## config.mk

```make
export PLATFORM = sky130hd
export DESIGN_NAME = drive_digital_io_conditioner
export DESIGN_NICKNAME = d
export VERILOG_FILES = /design/src/core/dio_pkg.sv /design/src/core/drive_digital_io_conditioner.sv /design/src/core/input_qualifier.sv
export VERILOG_INCLUDE_DIRS = /design/src /design/src/core
export SDC_FILE = /design/constraint.sdc
export NUM_CORES = 1
export LEC_CHECK = 0
export ABC_AREA = 1
export BUFFER_PORTS_ARGS = -buffer_cell sky130_fd_sc_hd__buf_2
export CAP_MARGIN = 10
export CORE_MARGIN = 1.5
export CORE_UTILIZATION = 60
export DETAILED_ROUTE_END_ITERATION = 7
export GPL_TIMING_DRIVEN = 0
export PLACE_DENSITY = 0.79
export SYNTH_ARGS = -nofsm -noshare
export SYNTH_HDL_FRONTEND = slang
export SYNTH_HIERARCHICAL = 1
export SYNTH_SLANG_ARGS = --single-unit
```

## constraint.sdc

```tcl
create_clock -name i_mclk -period 4.6 [get_ports i_mclk]
set_clock_uncertainty 0.15 [all_clocks]
set_input_delay 0.92 -clock i_mclk [delete_from_list [all_inputs] [get_ports i_mclk]]
set_output_delay 0.92 -clock i_mclk [all_outputs]
set_load 0.05 [all_outputs]
```

## src/core/dio_defines.svh

```systemverilog
// register offsets, field positions, reset values and timing figures of the io conditioner
`ifndef DIO_DEFINES_SVH
`define DIO_DEFINES_SVH

// register byte offsets
`define DIO_CTRL_OFS        8'h00
`define DIO_INSEL_LO_OFS    8'h04
`define DIO_INSEL_HI_OFS    8'h08
`define DIO_RELAY_SEL_OFS   8'h0c
`define DIO_FREQ_DET_OFS    8'h10
`define DIO_STATUS_OFS      8'h14

// control register fields
`define DIO_CTRL_SCAN_BIT   0
`define DIO_CTRL_POL_LO_LSB 1
`define DIO_CTRL_POL_HI_LSB 5
`define DIO_CTRL_WPROT_BIT  9
`define DIO_CTRL_KEB_LSB    11
`define DIO_CTRL_STOP_LSB   16

// reset values
`define DIO_CTRL_RST        32'h0000_0000
`define DIO_INSEL_RST       32'h0000_0000
`define DIO_RELAY_RST       32'h0000_0000
`define DIO_FREQ_RST        32'h0000_0000

// function codes of the input terminals
`define FN_PID_DISABLE      6'h10
`define FN_JOG              6'h1d
`define FN_RAMP2            6'h1e
`define FN_OVERHEAT         6'h1f
`define FN_DC_BRAKE         6'h21
`define FN_FIRE             6'h2f
`define FN_KINETIC          6'h30
`define FN_WRITE_OK         6'h31
`define FN_START_GUARD      6'h32
`define FN_SECOND_LOOP_CONTROLLER             6'h36
`define FN_FORCED_RUN       6'h39
`define FN_PERMISSIVE       6'h3a

// relay codes 3 to 5 computed here, code 6 passed through from the drive, and reserved codes that never drive a contact
`define RLY_FREQ_AGREE_SET  6
`define RLY_FREQ_ABOVE      4
`define RLY_FREQ_BELOW      5
`define RLY_SET_AGREE       3
`define RLY_RESERVED_MASK   64'hffff_ff9e_f003_cd80

// qualification times
`define CLK_MHZ             100
`define SCAN_SHORT_US       4000
`define SCAN_LONG_US        8000

`endif

```

## src/core/dio_pkg.sv

```systemverilog
// types shared by the io conditioner files
package dio_pkg;

    // decoded drive functions, all levels
    typedef struct packed {
        logic       jog_ref;
        logic       ramp_set2;
        logic       external_overheat_warning;
        logic       dc_brake_en;
        logic       fire_mode;
        logic       kinetic_braking;
        logic       param_write_en;
        logic       unattended_start_guard;
        logic       second_loop_controller;
        logic       forced_freq_run;
        logic       permissive_stop;
        logic [1:0] stop_mode;
    } drive_func_t;

    // drive state feeding the relays and the braking gates
    typedef struct packed {
        logic        run_cmd;
        logic        jog_cmd;
        logic [15:0] out_freq;
        logic [63:0] status_src;
    } drive_state_t;

endpackage

```

## src/core/drive_digital_io_conditioner.sv

```systemverilog
// terminal qualification, function decode and relay selection of the drive
`timescale 1ns/10ps
`default_nettype none
`include "dio_defines.svh"

// Operation
// - an input counts only after standing for 4 ms or 8 ms, chosen by one bit
// - four polarity bits for inputs one to four; 1 inverts a normally-closed contact
// - two high polarity bits for inputs five and six, same meaning
// - jog input active selects the jog frequency reference
// - second ramp input active selects second acceleration and deceleration times
// - overheat input shows a warning while active; drive keeps running, no reset
// - dc braking input enables injection braking, inhibited by run or jog
// - fire mode suppresses warnings and protections except short circuit
// - kinetic braking input acts only when its setting is above zero
// - write input gates parameter changes; unassigned, a protection bit decides
// - start guard blocks auto start when run is present at power-up
// - second loop input on selects the second loop controller
// - pid disable plus forced run gives fixed frequency; stops when removed
// - run permissive input requests a stop with the configured stop mode
// - each of three relays drives one status picked by code
// - codes 4 and 5: above and below threshold with hysteresis of width
// - code 3: frequency within threshold plus or minus width
module drive_digital_io_conditioner
    import dio_pkg::*;
#(
    parameter int          NUM_IN    = 6,
    parameter int          CW        = 20,
    parameter logic [19:0] SCAN_SHORT = 20'(`SCAN_SHORT_US * `CLK_MHZ),
    parameter logic [19:0] SCAN_LONG  = 20'(`SCAN_LONG_US * `CLK_MHZ)
) (
    // clock and reset
    input  wire logic              i_mclk,
    input  wire logic              i_rst_n,
    // ahb-lite slave
    input  wire logic              i_hsel,
    input  wire logic [7:0]        i_haddr,
    input  wire logic [1:0]        i_htrans,
    input  wire logic              i_hwrite,
    input  wire logic [2:0]        i_hsize,
    input  wire logic [31:0]       i_hwdata,
    input  wire logic              i_hready,
    output logic [31:0]            o_hrdata,
    output logic                   o_hreadyout,
    output logic                   o_hresp,
    // terminals and drive state
    input  wire logic [NUM_IN-1:0] i_multi_function_inputs,
    input  wire dio_pkg::drive_state_t i_state,
    // decoded functions and relays
    output dio_pkg::drive_func_t   o_func,
    output logic                   o_relay_one_contacts,
    output logic                   o_relay_two_contacts,
    output logic                   o_relay_three_contacts
);
    import dio_pkg::*;

    // ------------------------------------------------------------
    // register file over ahb-lite
    // ------------------------------------------------------------
    logic [31:0] ctrl_ff, nxt_ctrl;
    logic [31:0] insel_lo_ff, nxt_insel_lo;
    logic [31:0] insel_hi_ff, nxt_insel_hi;
    logic [31:0] relay_sel_ff, nxt_relay_sel;
    logic [31:0] freq_det_ff, nxt_freq_det;
    logic [31:0] hrdata_ff, nxt_hrdata;
    logic        hready_ff, nxt_hready;
    logic        pend_ff, nxt_pend;
    logic        pwr_ff, nxt_pwr;
    logic [7:0]  addr_ff, nxt_addr;
    logic [31:0] status_word;

    // every transfer takes one wait state so a read never races a write
    always_comb begin
        nxt_ctrl      = ctrl_ff;
        nxt_insel_lo  = insel_lo_ff;
        nxt_insel_hi  = insel_hi_ff;
        nxt_relay_sel = relay_sel_ff;
        nxt_freq_det  = freq_det_ff;
        nxt_hrdata    = hrdata_ff;
        nxt_hready    = 1'b1;
        nxt_pend      = 1'b0;
        nxt_pwr       = pwr_ff;
        nxt_addr      = addr_ff;
        if (pend_ff) begin
            if (pwr_ff) begin
                case (addr_ff)
                    `DIO_CTRL_OFS:      nxt_ctrl      = i_hwdata;
                    `DIO_INSEL_LO_OFS:  nxt_insel_lo  = i_hwdata;
                    `DIO_INSEL_HI_OFS:  nxt_insel_hi  = i_hwdata;
                    `DIO_RELAY_SEL_OFS: nxt_relay_sel = i_hwdata;
                    `DIO_FREQ_DET_OFS:  nxt_freq_det  = i_hwdata;
                    default:            nxt_ctrl      = ctrl_ff;
                endcase
            end else begin
                case (addr_ff)
                    `DIO_CTRL_OFS:      nxt_hrdata = ctrl_ff;
                    `DIO_INSEL_LO_OFS:  nxt_hrdata = insel_lo_ff;
                    `DIO_INSEL_HI_OFS:  nxt_hrdata = insel_hi_ff;
                    `DIO_RELAY_SEL_OFS: nxt_hrdata = relay_sel_ff;
                    `DIO_FREQ_DET_OFS:  nxt_hrdata = freq_det_ff;
                    `DIO_STATUS_OFS:    nxt_hrdata = status_word;
                    default:            nxt_hrdata = 32'h0000_0000;
                endcase
            end
        end else if (i_hsel && i_htrans[1] && i_hready) begin
            nxt_pend   = 1'b1;
            nxt_hready = 1'b0;
            nxt_pwr    = i_hwrite;
            nxt_addr   = {i_haddr[7:2], 2'b00};
        end
    end

    always_ff @(posedge i_mclk or negedge i_rst_n) begin
        if (!i_rst_n) begin
            ctrl_ff      <= `DIO_CTRL_RST;
            insel_lo_ff  <= `DIO_INSEL_RST;
            insel_hi_ff  <= `DIO_INSEL_RST;
            relay_sel_ff <= `DIO_RELAY_RST;
            freq_det_ff  <= `DIO_FREQ_RST;
            hrdata_ff    <= 32'h0000_0000;
            hready_ff    <= 1'b1;
            pend_ff      <= 1'b0;
            pwr_ff       <= 1'b0;
            addr_ff      <= 8'h00;
        end else begin
            ctrl_ff      <= nxt_ctrl;
            insel_lo_ff  <= nxt_insel_lo;
            insel_hi_ff  <= nxt_insel_hi;
            relay_sel_ff <= nxt_relay_sel;
            freq_det_ff  <= nxt_freq_det;
            hrdata_ff    <= nxt_hrdata;
            hready_ff    <= nxt_hready;
            pend_ff      <= nxt_pend;
            pwr_ff       <= nxt_pwr;
            addr_ff      <= nxt_addr;
        end
    end

    assign o_hrdata    = hrdata_ff;
    assign o_hreadyout = hready_ff;
    assign o_hresp     = 1'b0;

    // ------------------------------------------------------------
    // polarity and qualification
    // ------------------------------------------------------------
    logic [NUM_IN-1:0] polarity;
    logic [NUM_IN-1:0] pol_level;
    logic [NUM_IN-1:0] qual;
    logic [CW-1:0]     limit;
    logic [5:0]        sel [NUM_IN];
    logic [63:0]       on_acc  [NUM_IN+1];
    logic [63:0]       asg_acc [NUM_IN+1];

    assign polarity = {ctrl_ff[`DIO_CTRL_POL_HI_LSB +: 2],
                       ctrl_ff[`DIO_CTRL_POL_LO_LSB +: 4]};
    assign limit = ctrl_ff[`DIO_CTRL_SCAN_BIT] ? CW'(SCAN_LONG) : CW'(SCAN_SHORT);
    assign on_acc[0]  = 64'h0;
    assign asg_acc[0] = 64'h0;

    genvar gi;
    generate
        for (gi = 0; gi < NUM_IN; gi++) begin : g_in
            // inversion ahead of the qualifier, so a contact flip is filtered too
            assign pol_level[gi] = i_multi_function_inputs[gi] ^ polarity[gi];
            input_qualifier #(.CW(CW)) u_qual (
                .i_mclk  (i_mclk),
                .i_rst_n (i_rst_n),
                .i_level (pol_level[gi]),
                .i_limit (limit),
                .o_level (qual[gi])
            );
            if (gi < 4) begin : g_lo
                assign sel[gi] = insel_lo_ff[gi*6 +: 6];
            end else begin : g_hi
                assign sel[gi] = insel_hi_ff[(gi-4)*6 +: 6];
            end
            assign asg_acc[gi+1] = asg_acc[gi] | (64'h1 << sel[gi]);
            assign on_acc[gi+1]  = on_acc[gi] | ({63'h0, qual[gi]} << sel[gi]);
        end
    endgenerate

    // ------------------------------------------------------------
    // function decode and start guard
    // ------------------------------------------------------------
    logic [63:0] fn_on, fn_asg;
    drive_func_t func_ff, nxt_func;
    logic        boot_ff, nxt_boot;
    logic        guard_ff, nxt_guard;

    assign fn_on  = on_acc[NUM_IN];
    assign fn_asg = asg_acc[NUM_IN];

    // run present at the first edge after reset latches the block until run drops
    always_comb begin
        nxt_boot  = 1'b1;
        nxt_guard = guard_ff;
        if (!boot_ff) begin
            nxt_guard = i_state.run_cmd;
        end else if (!i_state.run_cmd) begin
            nxt_guard = 1'b0;
        end
    end

    always_comb begin
        nxt_func = '0;
        nxt_func.jog_ref   = fn_on[`FN_JOG];
        nxt_func.ramp_set2 = fn_on[`FN_RAMP2];
        nxt_func.external_overheat_warning = fn_on[`FN_OVERHEAT];
        nxt_func.dc_brake_en = fn_on[`FN_DC_BRAKE] &
                               ~i_state.run_cmd & ~i_state.jog_cmd;
        nxt_func.fire_mode = fn_on[`FN_FIRE];
        nxt_func.kinetic_braking = fn_on[`FN_KINETIC] &
                                   (ctrl_ff[`DIO_CTRL_KEB_LSB +: 4] != 4'h0);
        nxt_func.param_write_en = fn_asg[`FN_WRITE_OK] ? fn_on[`FN_WRITE_OK] :
                                  ~ctrl_ff[`DIO_CTRL_WPROT_BIT];
        nxt_func.unattended_start_guard = fn_on[`FN_START_GUARD] & nxt_guard;
        nxt_func.second_loop_controller = fn_on[`FN_SECOND_LOOP_CONTROLLER];
        nxt_func.forced_freq_run = fn_on[`FN_PID_DISABLE] & fn_on[`FN_FORCED_RUN];
        nxt_func.permissive_stop = fn_on[`FN_PERMISSIVE];
        nxt_func.stop_mode = ctrl_ff[`DIO_CTRL_STOP_LSB +: 2];
    end

    always_ff @(posedge i_mclk or negedge i_rst_n) begin
        if (!i_rst_n) begin
            func_ff  <= '0;
            boot_ff  <= 1'b0;
            guard_ff <= 1'b0;
        end else begin
            func_ff  <= nxt_func;
            boot_ff  <= nxt_boot;
            guard_ff <= nxt_guard;
        end
    end

    assign o_func = func_ff;

    // ------------------------------------------------------------
    // frequency detection and relays
    // ------------------------------------------------------------
    logic [15:0] thr, wid;
    logic [16:0] f17, hi_lim, lo_lim;
    logic        above_ff, nxt_above;
    logic        below_ff, nxt_below;
    logic [63:0] src;
    logic [2:0]  relay_ff, nxt_relay;

    assign thr    = freq_det_ff[15:0];
    assign wid    = freq_det_ff[31:16];
    assign f17    = {1'b0, i_state.out_freq};
    assign hi_lim = {1'b0, thr} + {1'b0, wid};
    assign lo_lim = (thr > wid) ? {1'b0, thr - wid} : 17'h0;

    // hysteresis: each flag leaves only once the frequency is a width past the threshold
    always_comb begin
        nxt_above = above_ff;
        nxt_below = below_ff;
        if (f17 > {1'b0, thr}) begin
            nxt_above = 1'b1;
        end else if (f17 < lo_lim) begin
            nxt_above = 1'b0;
        end
        if (f17 < {1'b0, thr}) begin
            nxt_below = 1'b1;
        end else if (f17 > hi_lim) begin
            nxt_below = 1'b0;
        end
    end

    always_comb begin
        src = i_state.status_src & ~`RLY_RESERVED_MASK;
        src[`RLY_FREQ_ABOVE] = above_ff;
        src[`RLY_FREQ_BELOW] = below_ff;
        src[`RLY_SET_AGREE]  = (f17 >= lo_lim) && (f17 <= hi_lim);
    end

    genvar gr;
    generate
        for (gr = 0; gr < 3; gr++) begin : g_rly
            assign nxt_relay[gr] = src[relay_sel_ff[gr*6 +: 6]];
        end
    endgenerate

    always_ff @(posedge i_mclk or negedge i_rst_n) begin
        if (!i_rst_n) begin
            above_ff <= 1'b0;
            below_ff <= 1'b0;
            relay_ff <= 3'h0;
        end else begin
            above_ff <= nxt_above;
            below_ff <= nxt_below;
            relay_ff <= nxt_relay;
        end
    end

    assign o_relay_one_contacts   = relay_ff[0];
    assign o_relay_two_contacts   = relay_ff[1];
    assign o_relay_three_contacts = relay_ff[2];
    assign status_word = {10'h0, relay_ff, below_ff, above_ff, func_ff[12:2], qual};

    // ------------------------------------------------------------
    // checks
    // ------------------------------------------------------------
    AST_QUAL_FROM_POL: assert property (@(posedge i_mclk) disable iff (!i_rst_n)
        (qual != $past(qual)) |-> ((qual ^ $past(qual)) & ~($past(pol_level) ~^ qual)) == '0)
        else $error("qualified input changed to a level not present");
    AST_JOG_FOLLOWS: assert property (@(posedge i_mclk) disable iff (!i_rst_n)
        (|(qual & {sel[5] == `FN_JOG, sel[4] == `FN_JOG, sel[3] == `FN_JOG,
                   sel[2] == `FN_JOG, sel[1] == `FN_JOG, sel[0] == `FN_JOG}))
        |=> o_func.jog_ref)
        else $error("jog input active but jog reference not selected");
    AST_DC_INHIBIT: assert property (@(posedge i_mclk) disable iff (!i_rst_n)
        (i_state.run_cmd || i_state.jog_cmd) |=> !o_func.dc_brake_en)
        else $error("dc braking enabled during run or jog");
    AST_KEB_ZERO: assert property (@(posedge i_mclk) disable iff (!i_rst_n)
        (ctrl_ff[`DIO_CTRL_KEB_LSB +: 4] == 4'h0) |=> !o_func.kinetic_braking)
        else $error("kinetic braking active with zero setting");
    AST_WRITE_PROT: assert property (@(posedge i_mclk) disable iff (!i_rst_n)
        !fn_asg[`FN_WRITE_OK] |=> (o_func.param_write_en == !$past(ctrl_ff[`DIO_CTRL_WPROT_BIT])))
        else $error("write enable does not follow protection bit");
    AST_GUARD_BOOT: assert property (@(posedge i_mclk) disable iff (!i_rst_n)
        (guard_ff && !$past(guard_ff)) |-> !$past(boot_ff))
        else $error("start guard latched after power-up");
    AST_FORCED_PAIR: assert property (@(posedge i_mclk) disable iff (!i_rst_n)
        o_func.forced_freq_run |-> $past(fn_on[`FN_PID_DISABLE] && fn_on[`FN_FORCED_RUN]))
        else $error("forced run without both inputs");
    AST_ABOVE_HYST: assert property (@(posedge i_mclk) disable iff (!i_rst_n)
        $fell(above_ff) |-> $past(f17 < lo_lim))
        else $error("above flag left inside hysteresis band");
    AST_BELOW_HYST: assert property (@(posedge i_mclk) disable iff (!i_rst_n)
        $rose(below_ff) |-> $past(f17 < {1'b0, thr}))
        else $error("below flag set at or above threshold");
    AST_RELAY_RESERVED: assert property (@(posedge i_mclk) disable iff (!i_rst_n)
        (relay_sel_ff[5:0] == 6'h07) [*2] |-> !o_relay_one_contacts)
        else $error("reserved relay code drove a contact");
    AST_AHB_WAIT: assert property (@(posedge i_mclk) disable iff (!i_rst_n)
        (i_hsel && i_htrans[1] && i_hready && o_hreadyout) |=> !o_hreadyout ##1 o_hreadyout)
        else $error("transfer did not take exactly one wait state");

endmodule

`default_nettype wire

```

## src/core/input_qualifier.sv

```systemverilog
// one terminal scan-time qualifier
`timescale 1ns/10ps
`default_nettype none

module input_qualifier #(
    parameter int CW = 20
) (
    // clock and reset
    input  wire logic          i_mclk,
    input  wire logic          i_rst_n,
    // level and qualification period
    input  wire logic          i_level,
    input  wire logic [CW-1:0] i_limit,
    // qualified level
    output logic               o_level
);

    logic [CW-1:0] cnt_ff;
    logic [CW-1:0] nxt_cnt;
    logic          lvl_ff;
    logic          nxt_lvl;

    // a new level is taken only after it stood unbroken for the whole period
    always_comb begin
        nxt_cnt = '0;
        nxt_lvl = lvl_ff;
        if (i_level != lvl_ff) begin
            if (cnt_ff + 1'b1 >= i_limit) begin
                nxt_lvl = i_level;
            end else begin
                nxt_cnt = cnt_ff + 1'b1;
            end
        end
    end

    always_ff @(posedge i_mclk or negedge i_rst_n) begin
        if (!i_rst_n) begin
            cnt_ff <= '0;
            lvl_ff <= 1'b0;
        end else begin
            cnt_ff <= nxt_cnt;
            lvl_ff <= nxt_lvl;
        end
    end

    assign o_level = lvl_ff;

endmodule

`default_nettype wire

```

After elaboration in Yosys (flattened, before gate mapping). Cells that the tools add are included.

Add/subtract/negate cells: 8. $lt $le $gt $ge: 16. Equality and inequality tests: 11. Shift-type cells: 12. Multiplexer cells: 32. Bitwise logic cells: 26. Reductions and logical operators: 20.

Operator list (number): << shifter 1 x 6 -> 59 bit (6); << shifter 1 x 6 -> 50 bit, first input constant (6); OR 59 bit (5); 2-to-1 mux 20 bit (13); OR 50 bit (5); one-hot mux 32 bit (6 select lines) (1); adder 20 x 1 -> 20 bit, second input constant (6); >= comparator 20 bit (6); > comparator 16 bit (2); less-than comparator 16 bit (2); less-than comparator 6 x 7 -> 1 bit, second input constant (3); binary-select mux 1 bit (select 6 bit) (3); adder 16 x 16 -> 17 bit (1); > comparator 16 x 17 -> 1 bit (1); <= comparator 16 x 17 -> 1 bit (1); >= comparator 16 bit (1); 2-to-1 mux 16 bit (1); AND reduction 2 bit (8); subtractor 16 bit (1); AND reduction 3 bit (5); 2-to-1 mux 1 bit (14); == test 6 x 2 -> 1 bit, second input constant (2); == test 6 x 3 -> 1 bit, second input constant (2); logical NOT 8 bit (1); other kinds (8) (29).

Flip-flop bits (word level): 347. Output and inout port bits: 50. Logic and storage cells: 164.

Longest topological paths before layout.
Word-level depth: 8. Depth in mapped cells: 30. Depth with buffers taken out: 29.

Modules after synthesis. The synthesis kept the hierarchy.

Modules (own cells, without submodules): drive_digital_io_conditioner (times used 1, cells each 1670, area an instance 13212.7 um2, seq. area each 5531.6 um2); input_qualifier (times used 6, cells each 252, area an instance 1741.7 um2, seq. area each 525.5 um2).

Worst setup path before layout. OpenSTA, ideal clock, no wires.

Path type: flip-flop to flip-flop. From: register freq_det_ff[0]. To: register relay_ff[1]. Setup time: 0.117 ns. Data arrival time: 3.109 ns. Data required time: 4.333 ns. Setup slack: 1.224 ns. Stages on the path, launching flop included: 30. Cells stage by stage: dfrtp_1 inv_1 ha_1 inv_1 fa_1 inv_1 o21ai_2 a21oi_2 o21ai_2 nand2_2 nand2_2 a21oi_2 o21ai_2 nand2_2 inv_4 buf_12 nand2_1 ha_1 nand2_1 inv_1 nand3_1 inv_1 a21oi_1 nand3_1 nand3_1 nand2_1 nand2_1 nand2_1 nand2_1 nand2_1.

Longest elaborated chain between the ends: 6. Elaborated cells between the ends (all ways): 9. Classes of those cells: add/sub: 2; order compare: 3; mux: 3; reduce/logical: 1.

Ends and longest elaborated chain: from (decl) (line drive_digital_io_conditioner.sv:64) `logic [31:0] freq_det_ff, nxt_freq_det;`; from (signal assigned) (line drive_digital_io_conditioner.sv:119) `` freq_det_ff <= `DIO_FREQ_RST; ``; from (signal assigned) (line drive_digital_io_conditioner.sv:130) `freq_det_ff <= nxt_freq_det;`; subtractor 16 bit / > comparator 16 bit (equally long branches) (line drive_digital_io_conditioner.sv:251) `assign lo_lim = (thr > wid) ? {1'b0, thr - wid} : 17'h0;`; 2-to-1 mux 16 bit (line drive_digital_io_conditioner.sv:251); >= comparator 16 bit (line drive_digital_io_conditioner.sv:273) `` src[`RLY_SET_AGREE] = (f17 >= lo_lim) && (f17 <= hi_lim); ``; logical AND 1 bit * (line drive_digital_io_conditioner.sv:273); binary-select mux 1 bit (select 6 bit) * (line drive_digital_io_conditioner.sv:279) `assign nxt_relay[gr] = src[relay_sel_ff[gr*6 +: 6]];`; 2-to-1 mux 1 bit (not written as such) * (line drive_digital_io_conditioner.sv:279); net nxt_relay[1] (line drive_digital_io_conditioner.sv:245) `logic [2:0] relay_ff, nxt_relay;`; to (signal assigned) (line drive_digital_io_conditioner.sv:291) `relay_ff <= nxt_relay;`; to (decl) (line drive_digital_io_conditioner.sv:245).

The timed path passes the listed nets; every way through them passes the cells marked *. The select of a mux whose other input is x is not followed. A chain may end at the register's enable or synchronous reset.

Worst setup path in the final report.
From: register freq_det_ff[4]. To: register relay_ff[1].

Same word-level chain as after synthesis.

==> results.yml <==
floorplanning:
  rows: 72
  start_util: 0.611
  io_pins: 188
  die_h_um: 202
  die_w_um: 202
  fp.dieArea_mm2: 0.0406
  placeableCoreArea_mm2: 0.0387
timing:
  fin_tns_setup_ns: 0
  relSlewSlack: 0.224
  fmax_ghz: 0.236
  finalCritPeriodShare: 0.923
  finalSetupViolCount: 0
  min_period_ns: 4.24
  worstMarginPinSlew_ns: 1.16
  drv_slew: 0
  finalHoldViolations: 0
  rsz0062_at_grt: "no"
global_route:
  busiest_layer: "met2"
  grt_overflow: 0
  grt_util_all_layers: 0.357
  grt_use_met2: 0.573
  met1_usage: 0.459
  met3_usage: 0.0739
  grt_pass1_vias: 22200
  antenna_found_initial: 5
  grt_pass1_wl_um: 115000
  grt_max_degree: 126
cells_and_area:
  final_cell_mix: "729 x nand2_1, 571 x inv_1, 346 x dfrtp_1, 324 x nor2_1, 213 x o21ai_0"
  drive_gt1_frac: 0.0892
  fin_cells: 3987
  fin_nets: 3781
  utilization: 0.690
  final_common_cell: "nand2_1"
  fill_cells: 3238
  synthToLayoutAreaGrowth_pct: 13.0
yosys:
  synth_flop_cell: "dfrtp_1"
  syn_area_mm2: 0.0237
  syn_area_per_cell_um2: 7.44
  ys_seq_area_frac: 0.367
  synth_cell_types: 62
  synth-seq-cells: 347
  async_flop_share: 1.00
  synth-edff-count: 0
  syn-instance-count: 3182
  yosysWarnings: 6
setup_path:
  startpoint_type: "flip-flop"
  end_kind: "flip-flop"
  reg2reg_depth: 27
  crit_required_ns: 4.90
  cp.arrival_ns: 4.55
  worstPathMaxFanout: 10
  r2r_slack_ns: 0.36
  worstSetupPathType: "flip-flop to flip-flop"
  r2r-start: "freq_det_ff[4]"
  r2r_end: "relay_ff[1]"
power:
  intPower_uw: 6920
  seqPwrFrac: 0.351
  power.switching_uw: 4710
  cellPowerDensity_mw_per_mm2: 435
  vdd_drop_max_v: 0.000358
  p_comb_frac: 0.368
  p_leak_uw: 0.0148
  pwr-share-clk: 0.281
  switching_share: 0.405
clock_network:
  cts_buffers: 40
  cts_hold_buf: 0
  cts-root-buf: "clkbuf_16"
  cts-htree-levels: 2
  clockBufferDepth: 3
  clk_latency_ns: 0.58
  post_cts_buffers: 0
  cts_tree: "built"
  cts.sinks: 347
  clkSlewWorstSetupHoldPaths_ns: 0.06
run:
  drv_cap: 0
run_status:
  outcome: "finished, final reports clean"
detailed_routing:
  drt_iter0_drc: 1903
  vias: 22600
  drtPass1Iterations: 5
  wl_per_cell_um: 18.0
  post_drt_via_cell_ratio: 5.67
  route.detailed.drc: 0
  antenna_left: 0
  drt-total-wl_um: 71700
placement:
  gp_congestion: 0.979
  port_buffers: 136
  hpwl_um: 55600
  dp.cells: 3911
worst_hold_path:
  hold_class: "primary input to async pin"
[metal layers]
metal / up-vias / share of wire
met1: 10700 / 0.41
met2: 950 / 0.46
met4: 6 / 0.050
met3: 230 / 0.088
met5: - / 0.00057
li1: 10700 / -
[worst max-delay path by stage]
stage	start	cells past startpoint	slack, ns	to
floorplan	freq_det_ff[0]	29	1.22	relay_ff[1]
global placement	i_rst_n	1	-4.09	o_hrdata[27]
detailed placement	freq_det_ff[0]	29	0.16	relay_ff[2]
CTS	freq_det_ff[20]	28	0.13	relay_ff[1]
global route	freq_det_ff[0]	29	0.05	relay_ff[2]
finish	freq_det_ff[4]	27	0.36	relay_ff[1]
[synth_stat cells, types with 20 or more instances]
cell type  instances  area (um2)
dfrtp_1          346        8660
ha_1             206        2580
nor3_1            60         300
inv_1            571        2140
a32oi_1           23         201
o21ai_0          214        1070
nand3_1           89         445
nand3_2           20         200
a31oi_1           20         125
a22oi_1           26         195
xor2_1            86         753
a21oi_1          106         531
a221oi_1          23         201
nand4_1           65         407
nand2_1          730        2740
nor2_1           324        1220
clkbuf_1          60         225
[layout make-up]
type | count | area [um2] | share of cell area
multi-input cells | 2248 | 12700 | 0.476
diodes | 3 | 7.51 | 0.000281
well taps | 518 | 648 | 0.0242
plain buffers | 83 | 388 | 0.0145
flip-flops and latches | 347 | 8680 | 0.325
inverters | 576 | 2160 | 0.0810
clock inverters | 5 | 86.3 | 0.00323
clock buffers | 68 | 1270 | 0.0475
repair buffers | 139 | 773 | 0.0289
[state kept, by name, indices dropped and copies added, names as in the netlist, 3 cells and up]
register / flops
addr_ff: 6
freq_det_ff: 32
relay_ff: 3
g_in.u_qual/o_level: 6
ctrl_ff: 32
insel_lo_ff: 32
o_func: 13
o_hrdata: 32
relay_sel_ff: 32
insel_hi_ff: 32
g_in.u_qual/cnt_ff: 120
[cell families after synthesis]
| family | synth area share |
|---|---|
| simple gates | 0.250 |
| compound gates | 0.132 |
| other cells | 0.000317 |
| buf+inv | 0.108 |
| xor+xnor | 0.0322 |
| flops | 0.367 |
| fa+ha+maj | 0.111 |
[worst max-delay path, cell delays in order (launching register included)]
cell and delay [ns]:
dfrtp_1 0.50, ha_1 0.34, buf_2 0.18, inv_1 0.13
nor3_2 0.26, a21oi_2 0.12, o21ai_2 0.17, nand2_2 0.08
nand2_2 0.06, a21oi_2 0.07, o21ai_2 0.13, nand2_2 0.12
inv_4 0.10, buf_12 0.14, nand2_1 0.06, ha_1 0.29
nand2_1 0.08, inv_1 0.04, nand3_1 0.11, inv_1 0.07
a21oi_2 0.23, nand3_2 0.25, nand3_1 0.15, nand2_1 0.05
nand2_1 0.06, nand2_1 0.05, nand2_1 0.06, nand2_1 0.08
[metrics by stage]
| stage | cell area, um2 | hold slack [ns] | setup slack (ns) | total power (uW) |
|---|---|---|---|---|
| final | 26700 | 0.215 | 0.355 | 11600 |
| after global routing | 26700 | 0.280 | 0.0505 | 12400 |
| after CTS | 26700 | 0.270 | 0.132 | 11600 |
| after detailed placement | 25400 | 0.257 | 0.162 | 8300 |
| after global placement | 25300 | 0.247 | -4.09 | 8130 |
| after floorplan | 23900 | 0.224 | 1.22 | 6950 |
[power groups by stage]
| stage | Clock [uW] | Combinational, uW | Sequential, uW |
|---|---|---|---|
| global placement | 0 | 4030 | 4100 |
| global route | 3420 | 4830 | 4120 |
| finish | 3270 | 4280 | 4090 |
| floorplan | 0 | 2670 | 4280 |
| CTS | 3290 | 4240 | 4050 |
| detailed placement | 0 | 4210 | 4090 |
[timing repair]
item / CTS / global route
endpoints found under the hold margin: 0 / 0
gates resized for setup: 0 / 5
endpoints found under the setup margin: 0 / 3
No activity file was read; power rests on OpenSTA's default activity.
